### config.mk
export PLATFORM = sky130hd
export DESIGN_NAME = rbmc_top
export DESIGN_NICKNAME = d
export VERILOG_FILES = /design/src/rtl/rbmc_pkg.sv /design/src/rtl/rbmc_pin_mux.sv /design/src/rtl/rbmc_top.sv
export VERILOG_INCLUDE_DIRS = /design/src /design/src/rtl
export SDC_FILE = /design/constraint.sdc
export NUM_CORES = 1
export LEC_CHECK = 0
export ABC_AREA = 1
export BUFFER_PORTS_ARGS = -buffer_cell sky130_fd_sc_hd__buf_2
export CAP_MARGIN = 15
export CORE_MARGIN = 8
export CORE_UTILIZATION = 44
export DETAILED_ROUTE_END_ITERATION = 10
export GPL_ROUTABILITY_DRIVEN = 0
export PLACE_DENSITY = 0.75
export SYNTH_ARGS = -nofsm -noshare
export SYNTH_HDL_FRONTEND = slang
export SYNTH_HIERARCHICAL = 1
export SYNTH_SLANG_ARGS = --single-unit
### constraint.sdc
create_clock -name clk -period 1.22 [get_ports clk]
set_input_delay 0.183 -clock clk [delete_from_list [all_inputs] [get_ports clk]]
set_output_delay 0.183 -clock clk [all_outputs]
set_load 0.03 [all_outputs]
### src/rtl/rbmc_defs.svh
// Timing-free constants for the reset and boot-mode capture block.
// Assumes inclusion by bare name from rtl/ and verif/ files.
`ifndef RBMC_DEFS_SVH
`define RBMC_DEFS_SVH

// Number of mode-select pins and the number of bootstrap modes they code.
`define RBMC_MODE_PINS 3
`define RBMC_MODE_COUNT 8

// Reset values of the captured mode and its one-hot decode.
`define RBMC_MODE_RST 3'h0
`define RBMC_SEL_RST 8'h01

// Bit positions of the three mode-select pins in the pin vector.
`define RBMC_BIT_A 0
`define RBMC_BIT_B 1
`define RBMC_BIT_C 2

// Output enable level for an idle (undriven) pin, active low.
`define RBMC_OE_OFF 3'h7

`endif

### src/rtl/rbmc_pkg.sv
// Types shared by the reset and boot-mode capture block.
// Assumes rbmc_defs.svh sits in the same folder.
`default_nettype none
`include "rbmc_defs.svh"

package rbmc_pkg;

  // Sequencer states: held in reset, bootstrapping, running.
  typedef enum logic [1:0] {
    RBMC_HOLD,
    RBMC_BOOT,
    RBMC_RUN
  } rbmc_state_t;

  // Captured boot mode, one bit per mode-select pin.
  typedef logic [`RBMC_MODE_PINS-1:0] rbmc_mode_t;

  // One-hot bootstrap mode selection.
  typedef logic [`RBMC_MODE_COUNT-1:0] rbmc_sel_t;

endpackage
`default_nettype wire

### src/rtl/rbmc_pin_mux.sv
// Pin sharing for the three mode-select pins.
// Assumes the pins are synchronous inputs and the caller drives mode_duty.
`timescale 1ns/1ns
`default_nettype none
`include "rbmc_defs.svh"

module rbmc_pin_mux (
  // Clock and reset.
  input wire logic clk,
  input wire logic reset,
  // Ownership: high while the pins serve as mode selects.
  input wire logic mode_duty,
  // General-purpose side.
  input wire logic [`RBMC_MODE_PINS-1:0] gpio_out,
  input wire logic [`RBMC_MODE_PINS-1:0] gpio_dir,
  output logic [`RBMC_MODE_PINS-1:0] gpio_in,
  // Pad side.
  input wire logic [`RBMC_MODE_PINS-1:0] pin_in,
  output logic [`RBMC_MODE_PINS-1:0] pin_out,
  output logic [`RBMC_MODE_PINS-1:0] pin_oe_n
);

  // Each pin is its own flop slice; while on mode duty the pad is never
  // driven so the board strap alone sets the level.
  genvar i;
  generate
    for (i = 0; i < `RBMC_MODE_PINS; i = i + 1) begin : g_pin
      always_ff @(posedge clk or posedge reset) begin
        if (reset) begin
          pin_out[i] <= 1'b0;
          pin_oe_n[i] <= 1'b1;
          gpio_in[i] <= 1'b0;
        end else begin
          pin_out[i] <= gpio_out[i];
          pin_oe_n[i] <= mode_duty | ~gpio_dir[i];
          gpio_in[i] <= pin_in[i];
        end
      end
    end
  endgenerate

  AST_DUTY_UNDRIVEN: assert property (@(posedge clk) disable iff (reset)
    $past(mode_duty) |-> pin_oe_n == `RBMC_OE_OFF)
    else $error("Mode pin driven while on mode duty.");

  AST_GPIO_HANDOVER: assert property (@(posedge clk) disable iff (reset)
    !mode_duty ##1 1'b1 |-> pin_oe_n == ~$past(gpio_dir))
    else $error("Pin enable does not follow direction after bootstrap.");

endmodule
`default_nettype wire

### src/rtl/rbmc_top.sv
// Chip reset sequencing and boot-mode capture.
// Assumes every input is synchronous to clk; reset is the power-on reset.
`timescale 1ns/1ns
`default_nettype none
`include "rbmc_defs.svh"

// Functional notes
// - Three mode pins choose one of eight modes.
// - After bootstrap, mode pins become general I/O.
// - External reset low holds device in reset.
// - External reset release captures mode pins as mode.
// - Reset output follows any active reset source.
module rbmc_top (
  // Clock and power-on reset.
  input wire logic clk,
  input wire logic reset,
  // Reset sources.
  input wire logic ext_reset_n,
  input wire logic low_voltage_det,
  input wire logic sw_reset_req,
  input wire logic watchdog_timeout_source,
  // Core handshake.
  input wire logic boot_done,
  output logic core_reset_q,
  output logic bootstrap_active_q,
  output rbmc_pkg::rbmc_mode_t boot_mode_q,
  output rbmc_pkg::rbmc_sel_t boot_mode_sel_q,
  // Reset indication pin.
  output logic reset_indicator_out,
  // General-purpose view of the mode pins.
  input wire logic [`RBMC_MODE_PINS-1:0] gpio_out,
  input wire logic [`RBMC_MODE_PINS-1:0] gpio_dir,
  output logic [`RBMC_MODE_PINS-1:0] gpio_in,
  // Mode pins: bit a, bit b, bit c in positions 0, 1, 2.
  input wire logic [`RBMC_MODE_PINS-1:0] boot_pin_io_in,
  output logic [`RBMC_MODE_PINS-1:0] boot_pin_io_out,
  output logic [`RBMC_MODE_PINS-1:0] boot_pin_io_oe_n
);

  // Decodes a mode code to its one-hot bootstrap selection.
  function automatic rbmc_pkg::rbmc_sel_t rbmc_decode(
    input rbmc_pkg::rbmc_mode_t mode);
    rbmc_pkg::rbmc_sel_t sel;
    sel = '0;
    sel[mode] = 1'b1;
    return sel;
  endfunction

  // Sequencer state, sampled external reset and the raw mode-pin straps.
  rbmc_pkg::rbmc_state_t state_q;
  rbmc_pkg::rbmc_state_t state_d;
  logic ext_q;
  logic any_src;
  logic ext_release;
  logic mode_duty;
  rbmc_pkg::rbmc_mode_t strap;

  // Name the strap bits explicitly so the pin order is fixed in one place.
  assign strap[`RBMC_BIT_A] = boot_pin_io_in[`RBMC_BIT_A];
  assign strap[`RBMC_BIT_B] = boot_pin_io_in[`RBMC_BIT_B];
  assign strap[`RBMC_BIT_C] = boot_pin_io_in[`RBMC_BIT_C];

  // Any of the four sources keeps the device in reset.
  assign any_src = ~ext_reset_n | low_voltage_det | sw_reset_req
                   | watchdog_timeout_source;
  // A release is the pin high now after a low level on the previous edge;
  // a pin held high through power-on reset therefore also counts as one.
  assign ext_release = ext_reset_n & ~ext_q;

  // Previous level of the external reset, used to find its release.
  // It resets to the asserted level so that power-on counts as a release.
  always_ff @(posedge clk or posedge reset) begin
    if (reset) begin
      ext_q <= 1'b0;
    end else begin
      ext_q <= ext_reset_n;
    end
  end

  // Sequencer: any source forces hold, release starts the bootstrap.
  always_comb begin
    state_d = state_q;
    case (state_q)
      rbmc_pkg::RBMC_HOLD: begin
        if (!any_src) begin
          state_d = rbmc_pkg::RBMC_BOOT;
        end
      end
      rbmc_pkg::RBMC_BOOT: begin
        if (boot_done) begin
          state_d = rbmc_pkg::RBMC_RUN;
        end
      end
      rbmc_pkg::RBMC_RUN: begin
        state_d = rbmc_pkg::RBMC_RUN;
      end
      default: begin
        state_d = rbmc_pkg::RBMC_HOLD;
      end
    endcase
    if (any_src) begin
      state_d = rbmc_pkg::RBMC_HOLD;
    end
  end

  // State register. Power-on reset parks it in hold, so the sources are
  // looked at before any bootstrap can start.
  always_ff @(posedge clk or posedge reset) begin
    if (reset) begin
      state_q <= rbmc_pkg::RBMC_HOLD;
    end else begin
      state_q <= state_d;
    end
  end

  // The pins stay mode selects until the bootstrap has finished.
  assign mode_duty = (state_d != rbmc_pkg::RBMC_RUN);

  // Core reset and the reset pin both follow the sources directly, so a
  // short pulse on any source is never missed.
  always_ff @(posedge clk or posedge reset) begin
    if (reset) begin
      core_reset_q <= 1'b1;
      reset_indicator_out <= 1'b1;
      bootstrap_active_q <= 1'b1;
    end else begin
      core_reset_q <= any_src;
      reset_indicator_out <= any_src;
      bootstrap_active_q <= mode_duty;
    end
  end

  // The mode is taken only on the external release; software, watchdog
  // and low-voltage resets rerun the bootstrap with the mode already held.
  always_ff @(posedge clk or posedge reset) begin
    if (reset) begin
      boot_mode_q <= `RBMC_MODE_RST;
      boot_mode_sel_q <= `RBMC_SEL_RST;
    end else if (ext_release) begin
      boot_mode_q <= strap;
      boot_mode_sel_q <= rbmc_decode(strap);
    end
  end

  // Pin ownership and pad registers.
  rbmc_pin_mux u_pin_mux (
    .clk(clk),
    .reset(reset),
    .mode_duty(mode_duty),
    .gpio_out(gpio_out),
    .gpio_dir(gpio_dir),
    .gpio_in(gpio_in),
    .pin_in(boot_pin_io_in),
    .pin_out(boot_pin_io_out),
    .pin_oe_n(boot_pin_io_oe_n)
  );

  // Checks on the sequencer and the capture. They read internal nets such
  // as the sampled external reset, so they sit here rather than in a
  // separate checker; the first edge after power-on reset is skipped
  // where a check looks back into the reset itself.
  AST_ONE_OF_EIGHT: assert property (@(posedge clk) disable iff (reset)
    boot_mode_sel_q == rbmc_decode(boot_mode_q)
    && $countones(boot_mode_sel_q) == 1)
    else $error("Mode selection is not the one-hot of the mode.");

  AST_EXT_HOLDS: assert property (@(posedge clk) disable iff (reset)
    !ext_reset_n |=> core_reset_q && !bootstrap_active_q == 1'b0)
    else $error("External reset low did not hold the core in reset.");

  AST_CAPTURE: assert property (@(posedge clk) disable iff (reset)
    ext_reset_n && !ext_q |=> boot_mode_q == $past(boot_pin_io_in))
    else $error("Mode not captured at external reset release.");

  AST_SOURCES: assert property (@(posedge clk) disable iff (reset)
    !$past(reset) |-> reset_indicator_out == $past(any_src)
    && core_reset_q == reset_indicator_out)
    else $error("Reset output does not follow the reset sources.");

  AST_MODE_STABLE: assert property (@(posedge clk) disable iff (reset)
    ext_q ##1 ext_q |-> $stable(boot_mode_q))
    else $error("Captured mode changed without an external release.");

  AST_BOOT_ORDER: assert property (@(posedge clk) disable iff (reset)
    state_q == rbmc_pkg::RBMC_HOLD && !any_src |=> bootstrap_active_q
    ##0 state_q == rbmc_pkg::RBMC_BOOT)
    else $error("Release did not enter the bootstrap.");

  AST_SEL_FROM_PINS: assert property (@(posedge clk) disable iff (reset)
    ext_reset_n && !ext_q |=>
    boot_mode_sel_q == (8'h01 << $past(boot_pin_io_in)))
    else $error("Mode selection does not match the captured pins.");

  AST_PINS_ON_DUTY: assert property (@(posedge clk) disable iff (reset)
    bootstrap_active_q |-> boot_pin_io_oe_n == `RBMC_OE_OFF)
    else $error("Mode pin driven while the bootstrap runs.");

  AST_DONE_ENDS_BOOT: assert property (@(posedge clk) disable iff (reset)
    $fell(bootstrap_active_q) |-> $past(boot_done) && !$past(any_src))
    else $error("Pins left mode duty without a finished bootstrap.");

  AST_HOLD_IN_BOOT: assert property (@(posedge clk) disable iff (reset)
    core_reset_q |-> bootstrap_active_q)
    else $error("Core in reset while the pins left mode duty.");

  AST_DONE_IGNORED: assert property (@(posedge clk) disable iff (reset)
    any_src && boot_done |=> bootstrap_active_q && core_reset_q)
    else $error("Bootstrap finished while a reset source was active.");

  AST_SEL_STABLE: assert property (@(posedge clk) disable iff (reset)
    ext_reset_n && ext_q |=> $stable(boot_mode_sel_q))
    else $error("Mode selection changed without an external release.");

endmodule
`default_nettype wire

After elaboration in Yosys (flattened, before gate mapping)
Cells that the tools add are included.
- bits of input ports: 16
- word-level logic and storage cells: 39
- register bits after elaboration: 25
- muxes and demuxes: 5
- equality and inequality tests: 3
- reductions and logical operators: 2
- magnitude comparators: 2
- bitwise logic cells: 12
- operator list (kind ; count):
    OR 1 bit ; 6
    case mux 2 bit (3 select lines) ; 1
    NOT 1 bit ; 5
    < comparator 3 x 4 -> 1 bit (second input constant) ; 1
    2-to-1 mux 2 bit ; 2
    demux 1 bit (select 3 bit) ; 1
    greater-or-equal comparator 3 x 1 -> 1 bit (second input constant) ; 1
    equality test 2 x 1 -> 1 bit (second input constant) ; 1
    equality test 2 bit (second input constant) ; 1
    logical NOT 2 bit ; 1
    inequality test 2 bit (second input constant) ; 1
    bitwise AND 1 bit ; 1
    logical AND 1 bit ; 1
    2-to-1 mux 1 bit ; 1

Logic depth before layout (Yosys ltp)
- word-level depth: 7
- mapped depth: 5
- mapped depth without buffers: 5

Cells and area by module
Netlist, hierarchy kept.
- modules (own cells, without submodules) (module ; cells an instance ; area an instance (sq um) ; seq. area each (sq um) ; instances):
    rbmc_top ; 71 ; 640.6 ; 404.1 ; 1
    rbmc_pin_mux ; 14 ; 247.7 ; 229.0 ; 1

Least setup slack after synthesis
Ideal clock, no wire load.
- kind: register -> output
- from: register reset_indicator_out
- to: output port reset_indicator_out
- arrival time: 0.786 ns
- buffers on the path: 1
- path slack: 0.251 ns
- stages on the path, launching flop included: 2
- path through: dfstp_2 buf_4
- RTL lines (what ; line ; text):
    start: declaration ; rbmc_top.sv:29 ; output logic reset_indicator_out,
    start signal: assignment ; rbmc_top.sv:128 ; reset_indicator_out <= any_src;
No word-level cell between the ends.

Worst setup path in the final report
- from: register boot_mode_sel_q[0]
- to: output port boot_mode_sel_q[0]
- RTL lines (what ; line ; text):
    start: declaration ; rbmc_top.sv:27 ; output rbmc_pkg::rbmc_sel_t boot_mode_sel_q,
    start signal: assignment ; rbmc_top.sv:138 ; boot_mode_sel_q <= `RBMC_SEL_RST;
    start signal: assignment ; rbmc_top.sv:141 ; boot_mode_sel_q <= rbmc_decode(strap);
No word-level cell between the ends.

==> flow_metrics.env <==
export IMPL_status="finished clean"
export IMPL_end_kind="primary output"
export IMPL_maxCapViolations=0
export IMPL_hold_viol_final=0
export IMPL_yosys_top_cells_area="dfrtp_1 (54%), dfstp_2 (18%), nand2_1 (11%), nand3_1 (3.4%), inv_1 (3.4%)"
export IMPL_grt_ovfl_total=0
export IMPL_die_h_microns=60.9
export IMPL_post_route_min_period_ns=1.18
export IMPL_ys_seq_area_share_pct=71.3
export IMPL_path_cells="buf_6"
export IMPL_preCtsSetupSlack_ns=0.296
export IMPL_ys_ff_latch=25
export IMPL_setup_viol=0
export IMPL_rows=16
export IMPL_grt_pass1_vias=762
export IMPL_multiInputGateArea_sq_um=206
export IMPL_fmax_mhz=846
export IMPL_drt_wl_total_mm=2.16
export IMPL_dieArea_sq_um=3710
export IMPL_dp_cells=149
export IMPL_clkLatencyLatePin_ns=0.30
export IMPL_synth_nets=101
export IMPL_clockPowerShare_pct=23.0
export IMPL_drt_first_pass_iters=4
export IMPL_syn_inst=85
export IMPL_slew_viol_final=0
export IMPL_total_power_mw=1.51
export IMPL_worst_pin_slew_ns=0.306
export IMPL_synth_area_per_cell_sq_um=10.5
export IMPL_cts_sink_count=25
export IMPL_htreeDepth=1
export IMPL_layout_drive_gt1_share_pct=38.3
export IMPL_synth_top_area_share_pct=53.5
export IMPL_ant_nets=0
export IMPL_rr_startpoint="ext_q"
export IMPL_skew_ns=0.00647
export IMPL_hp_class="input port to flop"
export IMPL_dr_total_vias=719
export IMPL_slowest_stage="dfstp_2"
export IMPL_p_leak_nw=0.664
export IMPL_start_util_pct=45.7
export IMPL_die_w_microns=60.9
export IMPL_worstPathArrival_ns=1.00
export IMPL_relSlewSlack_pct=79.6
export IMPL_fin_util_pct=63.7
export IMPL_dp_hpwl_mm=1.56
export IMPL_synth_cell_types=13
export IMPL_syn_area_sq_um=888
export IMPL_regArea_sq_um=633
export IMPL_core_area_sq_um=1940
export IMPL_crit_family="flip-flops"
export IMPL_switching_share_pct=27.8
export IMPL_fin_ws_ns=0.0382
export IMPL_min_period_over_period_pct=96.9
export IMPL_crit_buf_inv=1
export IMPL_antenna_found_initial=0
export IMPL_timing_critical_path_from="boot_mode_sel_q[0]"
export IMPL_layout_commonest_cell="buf_2"
export IMPL_power_density_nw_per_um2=1220
export IMPL_fin_cells=160
export IMPL_start_kind="flop"
export IMPL_grt_setup_unrepaired="true"
export IMPL_hp_start="boot_pin_io_in[0]"
export IMPL_diodes=0
export IMPL_drc=0
export IMPL_clk_pin_slew_ns=0.13
export IMPL_seqPwrFrac_pct=59.3
export IMPL_fillCellCount=164
export IMPL_net_switching_power_uw=421
export IMPL_ir_worst_vdd_mv=0.657
export IMPL_cts_inserted_buffers=3
export IMPL_drt_wirelength_per_cell_microns=13.5
export IMPL_root_buffer="clkbuf_4"
export IMPL_grt_pass1_wl_mm=3.34
export IMPL_hold_ws_ns=0.0281
export IMPL_fin_nets=150
export IMPL_yosysTopAreaCell="dfrtp_1"
export IMPL_grt_max_degree=17
export IMPL_drt_iter0_drc=21
export IMPL_grt_use_total_pct=12.0
export IMPL_cts_path_max_buffers=2
export IMPL_io_pins=39
export IMPL_crit_type="flop to primary output"
export IMPL_cts_tree="built"
export IMPL_p_comb_share_pct=17.7
export IMPL_power_internal_mw=1.09
export IMPL_vias_per_cell=4.49
export IMPL_crit_required_ns=1.04
export IMPL_max_stage_delay_ns=0.57
export IMPL_syn2layout_area_growth_pct=39.3
export IMPL_final_cell_mix="buf_2 (31), nand2_1 (27), dfrtp_1 (19)"
export IMPL_cp_max_fo=2
export IMPL_portBuffers=38
export IMPL_yosysWarnings=6
## stage by stage
step	cell area (sq um)	TNS [ns]
after floorplan	888	0
after global placement	1100	0
after detailed placement	1100	0
after CTS	1210	-0.0184
after global routing	1240	-0.0191
final	1240	0
## kinds of logic (layout without fill, tap and decap cells)
logic type | Yosys count | after routing | synth area share (%)
simple gates | 43 | 43 | 19.9
compound gates | 6 | 6 | 3.38
buf+inv | 11 | 59 | 5.49
flops | 25 | 25 | 71.3
## state kept, by name, indices dropped and copies added, names as in the netlist
register             count
boot_mode_q              3
boot_mode_sel_q          8
bootstrap_active_q       1
ext_q                    1
reset_indicator_out      1
state_q                  2
u_pin_mux/gpio_in        3
u_pin_mux/pin_oe_n       3
u_pin_mux/pin_out        3
## power by group through the flow
stage	logic, mW	clock network, mW	registers, mW
2_1_floorplan	0.0649	0	1.00
3_3_place_gp	0.245	0	0.910
3_5_place_dp	0.250	0	0.911
4_1_cts	0.269	0.371	0.897
5_1_grt	0.293	0.413	0.903
6_report	0.269	0.348	0.898
## area by class of cell
type	count	area share, %
timing repair buffer	46	24.6
multi-input combinational	49	16.7
clock buffer	4	2.12
inverter	9	2.73
tap	27	2.73
sequential	25	51.2
## timing repair
| item | CTS | global route |
|---|---|---|
| cloned | 0 | 0 |
| endpoints found under the setup margin | 5 | 7 |
| endpoints found under the hold margin | 25 | 0 |
| setup buffers | 0 | 0 |
| hold buffers | 7 | 0 |
| gates resized for setup | 3 | 13 |
## synth_stat cells
| library cell | n |
|---|---|
| buf_4 | 2 |
| nand4_1 | 1 |
| dfrtp_1 | 19 |
| nand3_1 | 6 |
| nand2_2 | 1 |
| inv_2 | 1 |
| nor2_1 | 7 |
| o21ai_1 | 2 |
| o21ai_0 | 4 |
| nor2_2 | 1 |
| nand2_1 | 27 |
| inv_1 | 8 |
| dfstp_2 | 6 |
## final timing paths
check / to / cells after the start / slack [ns]
max in group asynchronous: reset_indicator_out / 4 / 0.52
max: boot_mode_sel_q[0] / 1 / 0.04
max reg2reg: boot_mode_sel_q[6] / 3 / 0.28
min: u_pin_mux/gpio_in[0] / 1 / 0.03
min reg2reg: boot_mode_q[0] / 2 / 0.49
min in group asynchronous: u_pin_mux/gpio_in[0] / 3 / 0.38
## metal layers
| layer | routed length [microns] | vias up | share of wire (%) | GRT usage (%) |
|---|---|---|---|---|
| li1 | - | 358 | - | - |
| met1 | 853 | 332 | 40 | 13.1 |
| met2 | 1100 | 27 | 51 | 21.0 |
| met3 | 187 | 2 | 8.7 | 3.81 |
| met4 | 13 | 0 | 0.60 | 4.98 |
| met5 | 0 | - | 0 | 0 |
(Power assumes the default switching activity.)
